`src/hw/eac_pad_unused.sv`:
```
`timescale 1ns/1ps
`default_nettype none
`default_nettype wire

```
`src/inc/eac_pkg.sv`:
```
// Summary of operation
// - emitter register: trim revision high, code low
// - emitter drive equals code times ten milliamps
// - emitter code resets to two, twenty milliamps
// - codes above twenty clamp to 200 mA
// - trim revision read only, shows fused identifier
// - self-timed run keeps old code until recycled
// - top ambient bit enables continuous conversion, resets zero
// - rate field codes 1..10 samples/s, resets 001
// - offset compensation bit, resets to one
// - measure offset first, subtract from reading
// - averaging field n gives 2^n conversions averaged
// - averaging field resets to 101, 32 conversions
// - single-shot trigger starts one averaged ambient measurement
package eac_pkg;
    localparam logic [7:0] EAC_EMIT_OFFSET = 8'h83;
    localparam logic [7:0] EAC_AMB_OFFSET = 8'h84;
    localparam int EAC_TRIM_LSB = 6;
    localparam int EAC_CODE_MSB = 5;
    localparam logic [5:0] EAC_CODE_RST = 6'h02;
    localparam logic [5:0] EAC_CODE_MAX = 6'h14;
    localparam logic [7:0] EAC_STEP_MA = 8'h0a;
    localparam int EAC_CONT_BIT = 7;
    localparam int EAC_RATE_LSB = 4;
    localparam int EAC_OFFS_BIT = 3;
    localparam int EAC_AVG_MSB = 2;
    localparam logic [7:0] EAC_AMB_RST = 8'h1d;
    localparam logic [7:0] EAC_RDATA_RST = 8'h00;
    typedef enum logic [3:0] {
        EAC_S_IDLE = 4'b0001,
        EAC_S_DARK = 4'b0010,
        EAC_S_CONV = 4'b0100,
        EAC_S_DONE = 4'b1000
    } eac_state_t;
endpackage

```
`src/hw/eac_ambient_seq.sv`:
```
`timescale 1ns/1ps
`default_nettype none
module eac_ambient_seq (
    input wire logic i_core_clk,
    input wire logic i_rst,
    input wire logic i_start,
    input wire logic [2:0] i_avg_log2,
    input wire logic i_offset_en,
    input wire logic i_conv_done,
    input wire logic [15:0] i_conv_data,
    output logic o_conv_req,
    output logic o_conv_dark,
    output logic o_busy,
    output logic o_done,
    output logic [15:0] o_result
);
    eac_pkg::eac_state_t state_q;
    logic [2:0] n_q;
    logic offs_q;
    logic [7:0] cnt_q;
    logic [22:0] sum_q;
    logic [15:0] dark_q;
    logic [15:0] avg;
    logic [7:0] target;

    assign target = 8'h01 << n_q;
    assign avg = 16'(sum_q >> n_q);

    always_ff @(posedge i_core_clk or posedge i_rst) begin
        if (i_rst) begin
            state_q <= eac_pkg::EAC_S_IDLE;
            n_q <= 3'h0;
            offs_q <= 1'b0;
            cnt_q <= 8'h00;
            sum_q <= 23'h000000;
            dark_q <= 16'h0000;
        end else begin
            unique case (state_q)
                eac_pkg::EAC_S_IDLE: begin
                    // settings frozen per run, late writes cannot tear a run
                    if (i_start) begin
                        n_q <= i_avg_log2;
                        offs_q <= i_offset_en;
                        cnt_q <= 8'h00;
                        sum_q <= 23'h000000;
                        dark_q <= 16'h0000;
                        state_q <= i_offset_en ? eac_pkg::EAC_S_DARK : eac_pkg::EAC_S_CONV;
                    end
                end
                eac_pkg::EAC_S_DARK: begin
                    if (i_conv_done) begin
                        dark_q <= i_conv_data;
                        state_q <= eac_pkg::EAC_S_CONV;
                    end
                end
                eac_pkg::EAC_S_CONV: begin
                    if (i_conv_done) begin
                        sum_q <= sum_q + {7'h00, i_conv_data};
                        cnt_q <= cnt_q + 8'h01;
                        if (cnt_q + 8'h01 == target) begin
                            state_q <= eac_pkg::EAC_S_DONE;
                        end
                    end
                end
                eac_pkg::EAC_S_DONE: begin
                    state_q <= eac_pkg::EAC_S_IDLE;
                end
                default: begin
                    state_q <= eac_pkg::EAC_S_IDLE;
                end
            endcase
        end
    end

    always_ff @(posedge i_core_clk or posedge i_rst) begin
        if (i_rst) begin
            o_result <= 16'h0000;
            o_done <= 1'b0;
        end else begin
            o_done <= state_q == eac_pkg::EAC_S_DONE;
            if (state_q == eac_pkg::EAC_S_DONE) begin
                // floor at zero so a dark reading above light cannot wrap
                if (offs_q && dark_q >= avg) begin
                    o_result <= 16'h0000;
                end else if (offs_q) begin
                    o_result <= avg - dark_q;
                end else begin
                    o_result <= avg;
                end
            end
        end
    end

    always_ff @(posedge i_core_clk or posedge i_rst) begin
        if (i_rst) begin
            o_conv_req <= 1'b0;
            o_conv_dark <= 1'b0;
            o_busy <= 1'b0;
        end else begin
            o_busy <= (state_q != eac_pkg::EAC_S_IDLE) || i_start;
            if (state_q == eac_pkg::EAC_S_IDLE) begin
                o_conv_req <= i_start;
                o_conv_dark <= i_start && i_offset_en;
            end else if (state_q == eac_pkg::EAC_S_DARK) begin
                o_conv_req <= 1'b1;
                o_conv_dark <= !i_conv_done;
            end else if (state_q == eac_pkg::EAC_S_CONV) begin
                o_conv_req <= !(i_conv_done && (cnt_q + 8'h01 == target));
                o_conv_dark <= 1'b0;
            end else begin
                o_conv_req <= 1'b0;
                o_conv_dark <= 1'b0;
            end
        end
    end
endmodule
`default_nettype wire

```
`src/hw/eac_regs.sv`:
```
`timescale 1ns/1ps
`default_nettype none
module eac_regs (
    input wire logic i_core_clk,
    input wire logic i_rst,
    input wire logic [7:0] i_reg_addr,
    input wire logic [7:0] i_reg_wdata,
    input wire logic i_reg_wr,
    input wire logic i_reg_rd,
    output logic [7:0] o_reg_rdata,
    input wire logic [1:0] i_trim_program_revision,
    input wire logic i_selftimed_en,
    input wire logic i_ambient_single_shot_trigger,
    output logic o_single_shot_clear,
    output logic [7:0] o_emitter_drive_ma,
    output logic [5:0] o_emitter_drive_code,
    output logic o_cont_conv_en,
    output logic [2:0] o_ambient_rate_code,
    output logic o_conv_req,
    output logic o_conv_dark,
    input wire logic i_conv_done,
    input wire logic [15:0] i_conv_data,
    output logic o_ambient_busy,
    output logic o_ambient_valid,
    output logic [15:0] o_ambient_result
);
    logic [5:0] code_q;
    logic [7:0] amb_q;
    logic [1:0] trim_meta_q;
    logic [1:0] trim_q;
    logic st_q;
    logic trig_q;
    logic start;
    logic done;
    logic [5:0] clamped;

    always_ff @(posedge i_core_clk or posedge i_rst) begin
        if (i_rst) begin
            trim_meta_q <= 2'h0;
            trim_q <= 2'h0;
        end else begin
            trim_meta_q <= i_trim_program_revision;
            trim_q <= trim_meta_q;
        end
    end

    always_ff @(posedge i_core_clk or posedge i_rst) begin
        if (i_rst) begin
            code_q <= eac_pkg::EAC_CODE_RST;
            amb_q <= eac_pkg::EAC_AMB_RST;
        end else if (i_reg_wr) begin
            if (i_reg_addr == eac_pkg::EAC_EMIT_OFFSET) begin
                code_q <= i_reg_wdata[eac_pkg::EAC_CODE_MSB:0];
            end
            if (i_reg_addr == eac_pkg::EAC_AMB_OFFSET) begin
                amb_q <= i_reg_wdata;
            end
        end
    end

    always_ff @(posedge i_core_clk or posedge i_rst) begin
        if (i_rst) begin
            o_reg_rdata <= eac_pkg::EAC_RDATA_RST;
        end else if (i_reg_rd) begin
            if (i_reg_addr == eac_pkg::EAC_EMIT_OFFSET) begin
                o_reg_rdata <= {trim_q, code_q};
            end else if (i_reg_addr == eac_pkg::EAC_AMB_OFFSET) begin
                o_reg_rdata <= amb_q;
            end else begin
                o_reg_rdata <= 8'h00;
            end
        end
    end

    assign clamped = (code_q > eac_pkg::EAC_CODE_MAX) ? eac_pkg::EAC_CODE_MAX : code_q;

    // drive tracks the register only outside a self-timed run
    always_ff @(posedge i_core_clk or posedge i_rst) begin
        if (i_rst) begin
            o_emitter_drive_code <= eac_pkg::EAC_CODE_RST;
            o_emitter_drive_ma <= 8'(eac_pkg::EAC_CODE_RST * eac_pkg::EAC_STEP_MA);
            st_q <= 1'b0;
        end else begin
            st_q <= i_selftimed_en;
            if (!(i_selftimed_en && st_q)) begin
                o_emitter_drive_code <= clamped;
                o_emitter_drive_ma <= 8'({2'h0, clamped} * eac_pkg::EAC_STEP_MA);
            end
        end
    end

    always_ff @(posedge i_core_clk or posedge i_rst) begin
        if (i_rst) begin
            o_cont_conv_en <= eac_pkg::EAC_AMB_RST[eac_pkg::EAC_CONT_BIT];
            o_ambient_rate_code <= eac_pkg::EAC_AMB_RST[eac_pkg::EAC_RATE_LSB +: 3];
        end else begin
            o_cont_conv_en <= amb_q[eac_pkg::EAC_CONT_BIT];
            o_ambient_rate_code <= amb_q[eac_pkg::EAC_RATE_LSB +: 3];
        end
    end

    // on-demand runs are blocked while self-timed mode owns the sensor
    assign start = !i_selftimed_en && !o_ambient_busy && i_ambient_single_shot_trigger
                   && (!trig_q || amb_q[eac_pkg::EAC_CONT_BIT]);

    always_ff @(posedge i_core_clk or posedge i_rst) begin
        if (i_rst) begin
            trig_q <= 1'b0;
            o_single_shot_clear <= 1'b0;
            o_ambient_valid <= 1'b0;
        end else begin
            trig_q <= i_ambient_single_shot_trigger;
            o_single_shot_clear <= done && !amb_q[eac_pkg::EAC_CONT_BIT];
            o_ambient_valid <= done;
        end
    end

    eac_ambient_seq u_seq (
        .i_core_clk(i_core_clk),
        .i_rst(i_rst),
        .i_start(start),
        .i_avg_log2(amb_q[eac_pkg::EAC_AVG_MSB:0]),
        .i_offset_en(amb_q[eac_pkg::EAC_OFFS_BIT]),
        .i_conv_done(i_conv_done),
        .i_conv_data(i_conv_data),
        .o_conv_req(o_conv_req),
        .o_conv_dark(o_conv_dark),
        .o_busy(o_ambient_busy),
        .o_done(done),
        .o_result(o_ambient_result)
    );
endmodule
`default_nettype wire

```
`config.mk`:
```
export PLATFORM = sky130hd
export DESIGN_NAME = eac_regs
export DESIGN_NICKNAME = d
export VERILOG_FILES = /design/src/hw/eac_pad_unused.sv /design/src/inc/eac_pkg.sv /design/src/hw/eac_ambient_seq.sv /design/src/hw/eac_regs.sv
export SDC_FILE = /design/constraint.sdc
export NUM_CORES = 1
export LEC_CHECK = 0
export ABC_CLOCK_PERIOD_IN_PS = 4840
export BUFFER_PORTS_ARGS = -buffer_cell sky130_fd_sc_hd__buf_2
export CAP_MARGIN = 20
export CORE_ASPECT_RATIO = 0.9
export CORE_MARGIN = 2
export CORE_UTILIZATION = 59
export DETAILED_ROUTE_END_ITERATION = 10
export PLACE_DENSITY = 0.91
export SLEW_MARGIN = 20
export SYNTH_ARGS = -nofsm -noshare
export SYNTH_HDL_FRONTEND = slang
export SYNTH_HIERARCHICAL = 1
export SYNTH_SLANG_ARGS = --single-unit
```
`constraint.sdc`:
```
create_clock -name i_core_clk -period 4.84 [get_ports i_core_clk]
set_clock_uncertainty 0.15 [all_clocks]
set_input_delay 0.726 -clock i_core_clk [delete_from_list [all_inputs] [get_ports i_core_clk]]
set_output_delay 0.726 -clock i_core_clk [all_outputs]
set_load 0.05 [all_outputs]
```
* Word level (Yosys, flattened, before mapping)
Index checks and enable logic that the tools add are counted.
** Word-level totals
- Register bits after elaboration :: 122
- Bits of input ports :: 41
- Output and inout port bits :: 47
- Logic and storage cells :: 93
** Operators by class
- Add/subtract/negate cells :: 3
- Multiply operators :: 1
- $lt $le $gt $ge :: 2
- Equal/unequal tests :: 12
- Shift-type cells :: 2
- Mux-type cells :: 25
- Reductions and logical operators :: 24
** Operators with widths (number)
- $mux 16 :: 4
- $mux 23 :: 2
- $pmux 23 s2 :: 1
- $mux 8 :: 4
- $pmux 16 s2 :: 1
- $add 23x16->23 :: 1
- $shr 23x3->16 :: 1
- $eq 8x8->1 const B :: 2
- $ge 16x16->1 :: 1
- $mux 4 :: 4
- $pmux 8 s2 :: 1
- $sub 16x16->16 :: 1
- $pmux 4 s3 :: 1
- $add 8x1->8 const B :: 1
- $eq 8x8->1 :: 1
- $logic_and 1x1->1 :: 8
- $shl 1x3->8 const A :: 1
- $mul 6x3->7 const B :: 1
- $gt 6x5->1 const B :: 1
- $logic_not 1->1 :: 6
- $mux 6 :: 1
- $reduce_and 2->1 :: 3
- $reduce_and 3->1 :: 2
- $mux 1 :: 5
- 11 further kinds :: 15

* Longest topological paths before layout
- Depth after elaboration :: 7
- Gate-level depth with buffers :: 19
- Gate-level depth less buffers :: 15

* By module
Netlist, hierarchy kept.
** Modules (own cells, without submodules)
- eac_ambient_seq :: times used 1, cells an instance 691, area each 5706.7 sq um
- eac_regs :: times used 1, cells an instance 144, area each 1928.1 sq um

* Worst setup path before layout
No wires, ideal clock.
- Path kind :: register to register
- Start :: register u_seq.n_q[1]
- End :: register u_seq.o_result[13]
- Data arrival time :: 3227 ps
- Data required time :: 4566 ps
- Setup slack :: 1339 ps
- Stages on the path, launching flop included :: 19
- Path buffers :: 4
- Period minus slack after synthesis :: 3501 ps
- Path through :: dfrtp_1 -> buf_2 -> buf_2 -> mux2i_1 -> nand2_1 -> o31a_1 -> a21oi_1 -> ha_1 -> inv_1 -> fa_1 -> a21o_1 -> a221oi_2 -> nor2_1 -> nor3_2 -> a21o_1 -> buf_6 -> or2_1 -> buf_6 -> o31ai_2
** On the way
- Word-level cells in the longest chain between the ends :: 4
** RTL lines
- start, declared :: line eac_ambient_seq.sv:18 : logic [2:0] n_q;
- start signal, assigned :: line eac_ambient_seq.sv:42 : n_q <= i_avg_log2;
- $shr 23x3->16 * :: line eac_ambient_seq.sv:27 : assign avg = 16'(sum_q >> n_q);
- $sub 16x16->16 / $ge 16x16->1 (equally long branches) :: line eac_ambient_seq.sv:86, eac_ambient_seq.sv:83
- $mux 16 / $logic_and 1x1->1 (equally long branches) :: line eac_ambient_seq.sv:85, eac_ambient_seq.sv:83
- $mux 16 * :: line eac_ambient_seq.sv:83 : if (offs_q && dark_q >= avg) begin
- end signal, assigned :: line eac_ambient_seq.sv:86 : o_result <= avg - dark_q;
- end signal, assigned :: line eac_ambient_seq.sv:88 : o_result <= avg;
- end, declared :: line eac_ambient_seq.sv:15 : output logic [15:0] o_result
Every way passes the cells marked *; elsewhere a longest branch is shown, timed or not.
A chain may end at the register's enable or synchronous reset.

* Worst setup path in the final report
- Start :: register u_seq.n_q[1]
- End :: register u_seq.o_result[15]
Same word-level chain as after synthesis.

==> impl_results.md <==
* Setup tns final at 0 ns
* CP Class: register to register
* Io pins at 88
* Crit start category: register
* Overflow after GRT at 0
* Port Buffers at 86
* Area growth syn-to-layout at 14.1%
* Die area at 13900 sq um
* Buffer depth of the longest clock path at 2
* Least-Margin Pin Slew at around 1.1 ns
* Seq/Total Area, Yosys at 0.395
* Hold Path Class: register to register
* Hold Slack at 0.195 ns
* CP dominant cell by count: o21ai_1
* PostCTS Resize Cnt at 0
* WP buf/inv at 1
* N_diodes at 0
* Crit. End Element: register
* Final period util at 0.908
* Die width at 124 microns
* Initial Utilization at 0.602
* Post-DP HPWL at 13800 microns
* Netlist cell types at 79
* Final GP Congestion at 0.943
* CP Cell Sequence: buf_4 -> mux2_2 -> o21ai_0 -> mux2i_1 -> ha_1 -> a21o_1 -> a21oi_1 -> nor4b_1 -> o21ai_1 -> nor4_1 -> a211oi_1 -> o21ai_1
* Share of cells above drive strength 1 at 0.197
* Drt first pass iters at 6
* Initial antenna violation count at 0
* CP max stage delay at slightly below 0.8 ns
* Cell area after synthesis at 7630 sq um
* Hold bufs inserted after CTS at 0
* Total track usage at 0.293
* Power density cells at 674 nW/um^2
* #FFs+latches synth at 120
* Max cap viols at 0
* TritonCTS Buffers at 17
* Vias per std cell at 6.35
* Clk_lat worst skew at 0.42 ns
* Wire per inst at 18.1 microns
* Count of flip-flops with a built-in enable after synthesis at 0
* Core area at 12700 sq um
* Post-synthesis instance total at 835
* Final core utilization at 0.687
* DR DRC count at 0
* Vias at 6849
* CTS clk-pin slew, worst paths at 0.06 ns
* Average cell area after synthesis at about 9.1 sq um
* Synth Warn # at 6
* Row count at 39
* CP required at 5.03 ns
* Cell chosen for the clock root: clkbuf_16
* Initial DRC Count at 711
* Final setup fails at 0
* Slew Limit Headroom at 0.299
* Post-synth ARST share at 1.00
* Setup slack after layout at 0.446 ns
* F_max at about 230 MHz
* Status: complete, no violations
* Pre-CTS setup slack at 0.640 ns
* Cell leakage power at 4.10 nW
* Post-Syn Nets at 917
* Kind of cell adding the most delay to the critical path: compound AO/OA/AOI/OAI gates
* Crit path arrival time at 4.59 ns
* Pin count of the biggest net entering global routing at between 40 and 50
* Die Y at 112 microns
* RSZ-0062 raised after global routing: false
* Final hold violations at 0
* CTS tree: done
* Final antenna-violating net count at 0
* Fin crit period at between 4 and 5 ns
* Vias in the first global route at 6371
* Routed Wire Length at around 20000 microns
* First-pass GRT wire length at 31900 microns
* CP max FO at 21
* Slowest-stage cell, CP: dfrtp_1
* Pins Over Slew Limit at 0
* Ys flop type: dfrtp_1
* NumNets Final at around 980
* Postcts setup bufs at 0
* Peak supply drop at 428 uV
* Number of H-tree levels at 4
* Clk sinks at 120
-- report_power, final --
part | leakage [nW] | internal (W) | total [W] | switching [W]
clock | 0.304 | 0.000842 | 0.00132 | 0.000476
sequential | 1.61 | 0.00116 | 0.00135 | 0.000193
combinational | 2.19 | 0.00126 | 0.00320 | 0.00194
total | 4.10 | 0.00326 | 0.00587 | 0.00261
-- worst paths after layout --
kind | start | to | slack [ns] | cells past startpoint
min in group asynchronous | i_rst | u_seq/o_done | 0.30 | 2
setup reg to reg | u_seq/n_q[1] | u_seq/o_result[15] | 0.45 | 12
hold reg to reg | trim_meta_q[1] | trim_q[1] | 0.20 | 0
setup / recovery | u_seq/n_q[1] | u_seq/o_result[15] | 0.45 | 12
max in group asynchronous | i_rst | u_seq/state_q[0] | 3.34 | 3
hold / removal | trim_meta_q[1] | trim_q[1] | 0.20 | 0
-- metal layers --
metal | part of all wire | vias to the layer above | global-route usage | wire (microns)
li1 | - | 3141 | - | -
met1 | 0.45 | 3306 | 0.417 | 8840
met2 | 0.45 | 352 | 0.438 | 8770
met3 | 0.074 | 50 | 0.0666 | 1450
met4 | 0.025 | 0 | 0.110 | 484
met5 | 0 | - | 0 | 0
-- cells in the mapped netlist, types with 7 or more instances --
cell type  instances  area (sq um)
nand2_1          113           424
dfrtp_1          111          2780
o21ai_0           61           305
nor2_1            53           199
a21oi_1           47           235
ha_1              38           475
inv_1             35           131
nand3_1           33           165
o31ai_1           27           203
mux2_2            26           293
mux2i_1           25           250
clkbuf_1          24          90.1
nor2b_1           16           100
xor2_1            16           140
xnor2_1           15           131
and3_1            12          75.1
a21o_1            11          82.6
a211oi_1          10          75.1
and2_1            10          62.6
buf_2              9          45.0
dfstp_2            9           236
nor3_1             9          45.0
a221o_1            8          80.1
o21ai_1            8          40.0
o211ai_1           7          52.6
-- registers in the layout (all words and copies together), names as in the netlist --
| signal | flops |
|---|---|
| u_seq/sum_q | 23 |
| u_seq/dark_q | 16 |
| u_seq/o_result | 16 |
| amb_q | 8 |
| o_reg_rdata | 8 |
| u_seq/cnt_q | 8 |
| code_q | 6 |
| o_emitter_drive_code | 6 |
| o_emitter_drive_ma | 5 |
| u_seq/state_q | 4 |
| o_ambient_rate_code | 3 |
| u_seq/n_q | 3 |
| trim_meta_q | 2 |
| trim_q | 2 |
| o_ambient_valid | 1 |
| o_cont_conv_en | 1 |
| o_single_shot_clear | 1 |
| st_q | 1 |
| trig_q | 1 |
| u_seq/o_busy | 1 |
| u_seq/o_conv_dark | 1 |
| u_seq/o_conv_req | 1 |
| u_seq/o_done | 1 |
| u_seq/offs_q | 1 |
-- layout by cell type, fill, tap and decap left out, drive strengths merged, types with 4 or more instances in the layout --
master | netlist | layout
o31ai | 28 | 28
ha | 38 | 38
o211ai | 7 | 7
and3 | 15 | 15
inv | 35 | 36
nor4b | 5 | 5
dfstp | 9 | 9
a2111oi | 6 | 6
nand2b | 5 | 5
nand2 | 113 | 113
or2 | 4 | 4
and2 | 10 | 10
dfrtp | 111 | 111
nor3 | 10 | 10
clkbuf | 25 | 19
xnor2 | 15 | 15
nand3 | 35 | 35
or3 | 4 | 4
o21ai | 70 | 70
a21o | 11 | 11
nor2 | 53 | 53
nand4 | 4 | 4
clkinv | 0 | 8
xor2 | 16 | 16
a21oi | 49 | 49
a211oi | 10 | 10
nor2b | 16 | 16
buf | 20 | 93
o21a | 5 | 5
mux2 | 26 | 26
a221o | 8 | 8
mux2i | 25 | 25
o21bai | 4 | 4
-- per-stage QoR --
stage,cells,total power [W],area [sq um]
finish,1079,0.00587,8710
global route,1079,0.00627,8710
CTS,1079,0.00579,8710
detailed placement,1047,0.00444,8090
global placement,1047,0.00440,8090
floorplan,835,0.00382,7630
-- logic make-up (layout without fill, tap and decap cells) --
| family | Yosys count | count (layout) | share of synthesized area |
|---|---|---|---|
| buffers and inverters | 80 | 160 | 0.0483 |
| AO/OA/AOI/OAI | 225 | 225 | 0.194 |
| multiplexers | 51 | 51 | 0.0711 |
| flip-flops | 120 | 120 | 0.395 |
| other | 1 | 1 | 0.000491 |
| adder cells (fa/ha/maj) | 41 | 41 | 0.0701 |
| AND/OR/NAND/NOR | 286 | 286 | 0.186 |
| XOR/XNOR | 31 | 31 | 0.0356 |
-- area by class of cell --
class                      instances  area [sq um]
clock inverter                    13           169
sequential                       120          3010
inverter                          35           133
fill                             948          3980
clock buffer                      19           453
timing repair buffer              93           483
multi-input combinational        635          4250
tap                              164           205
(Power assumes the default switching activity.)
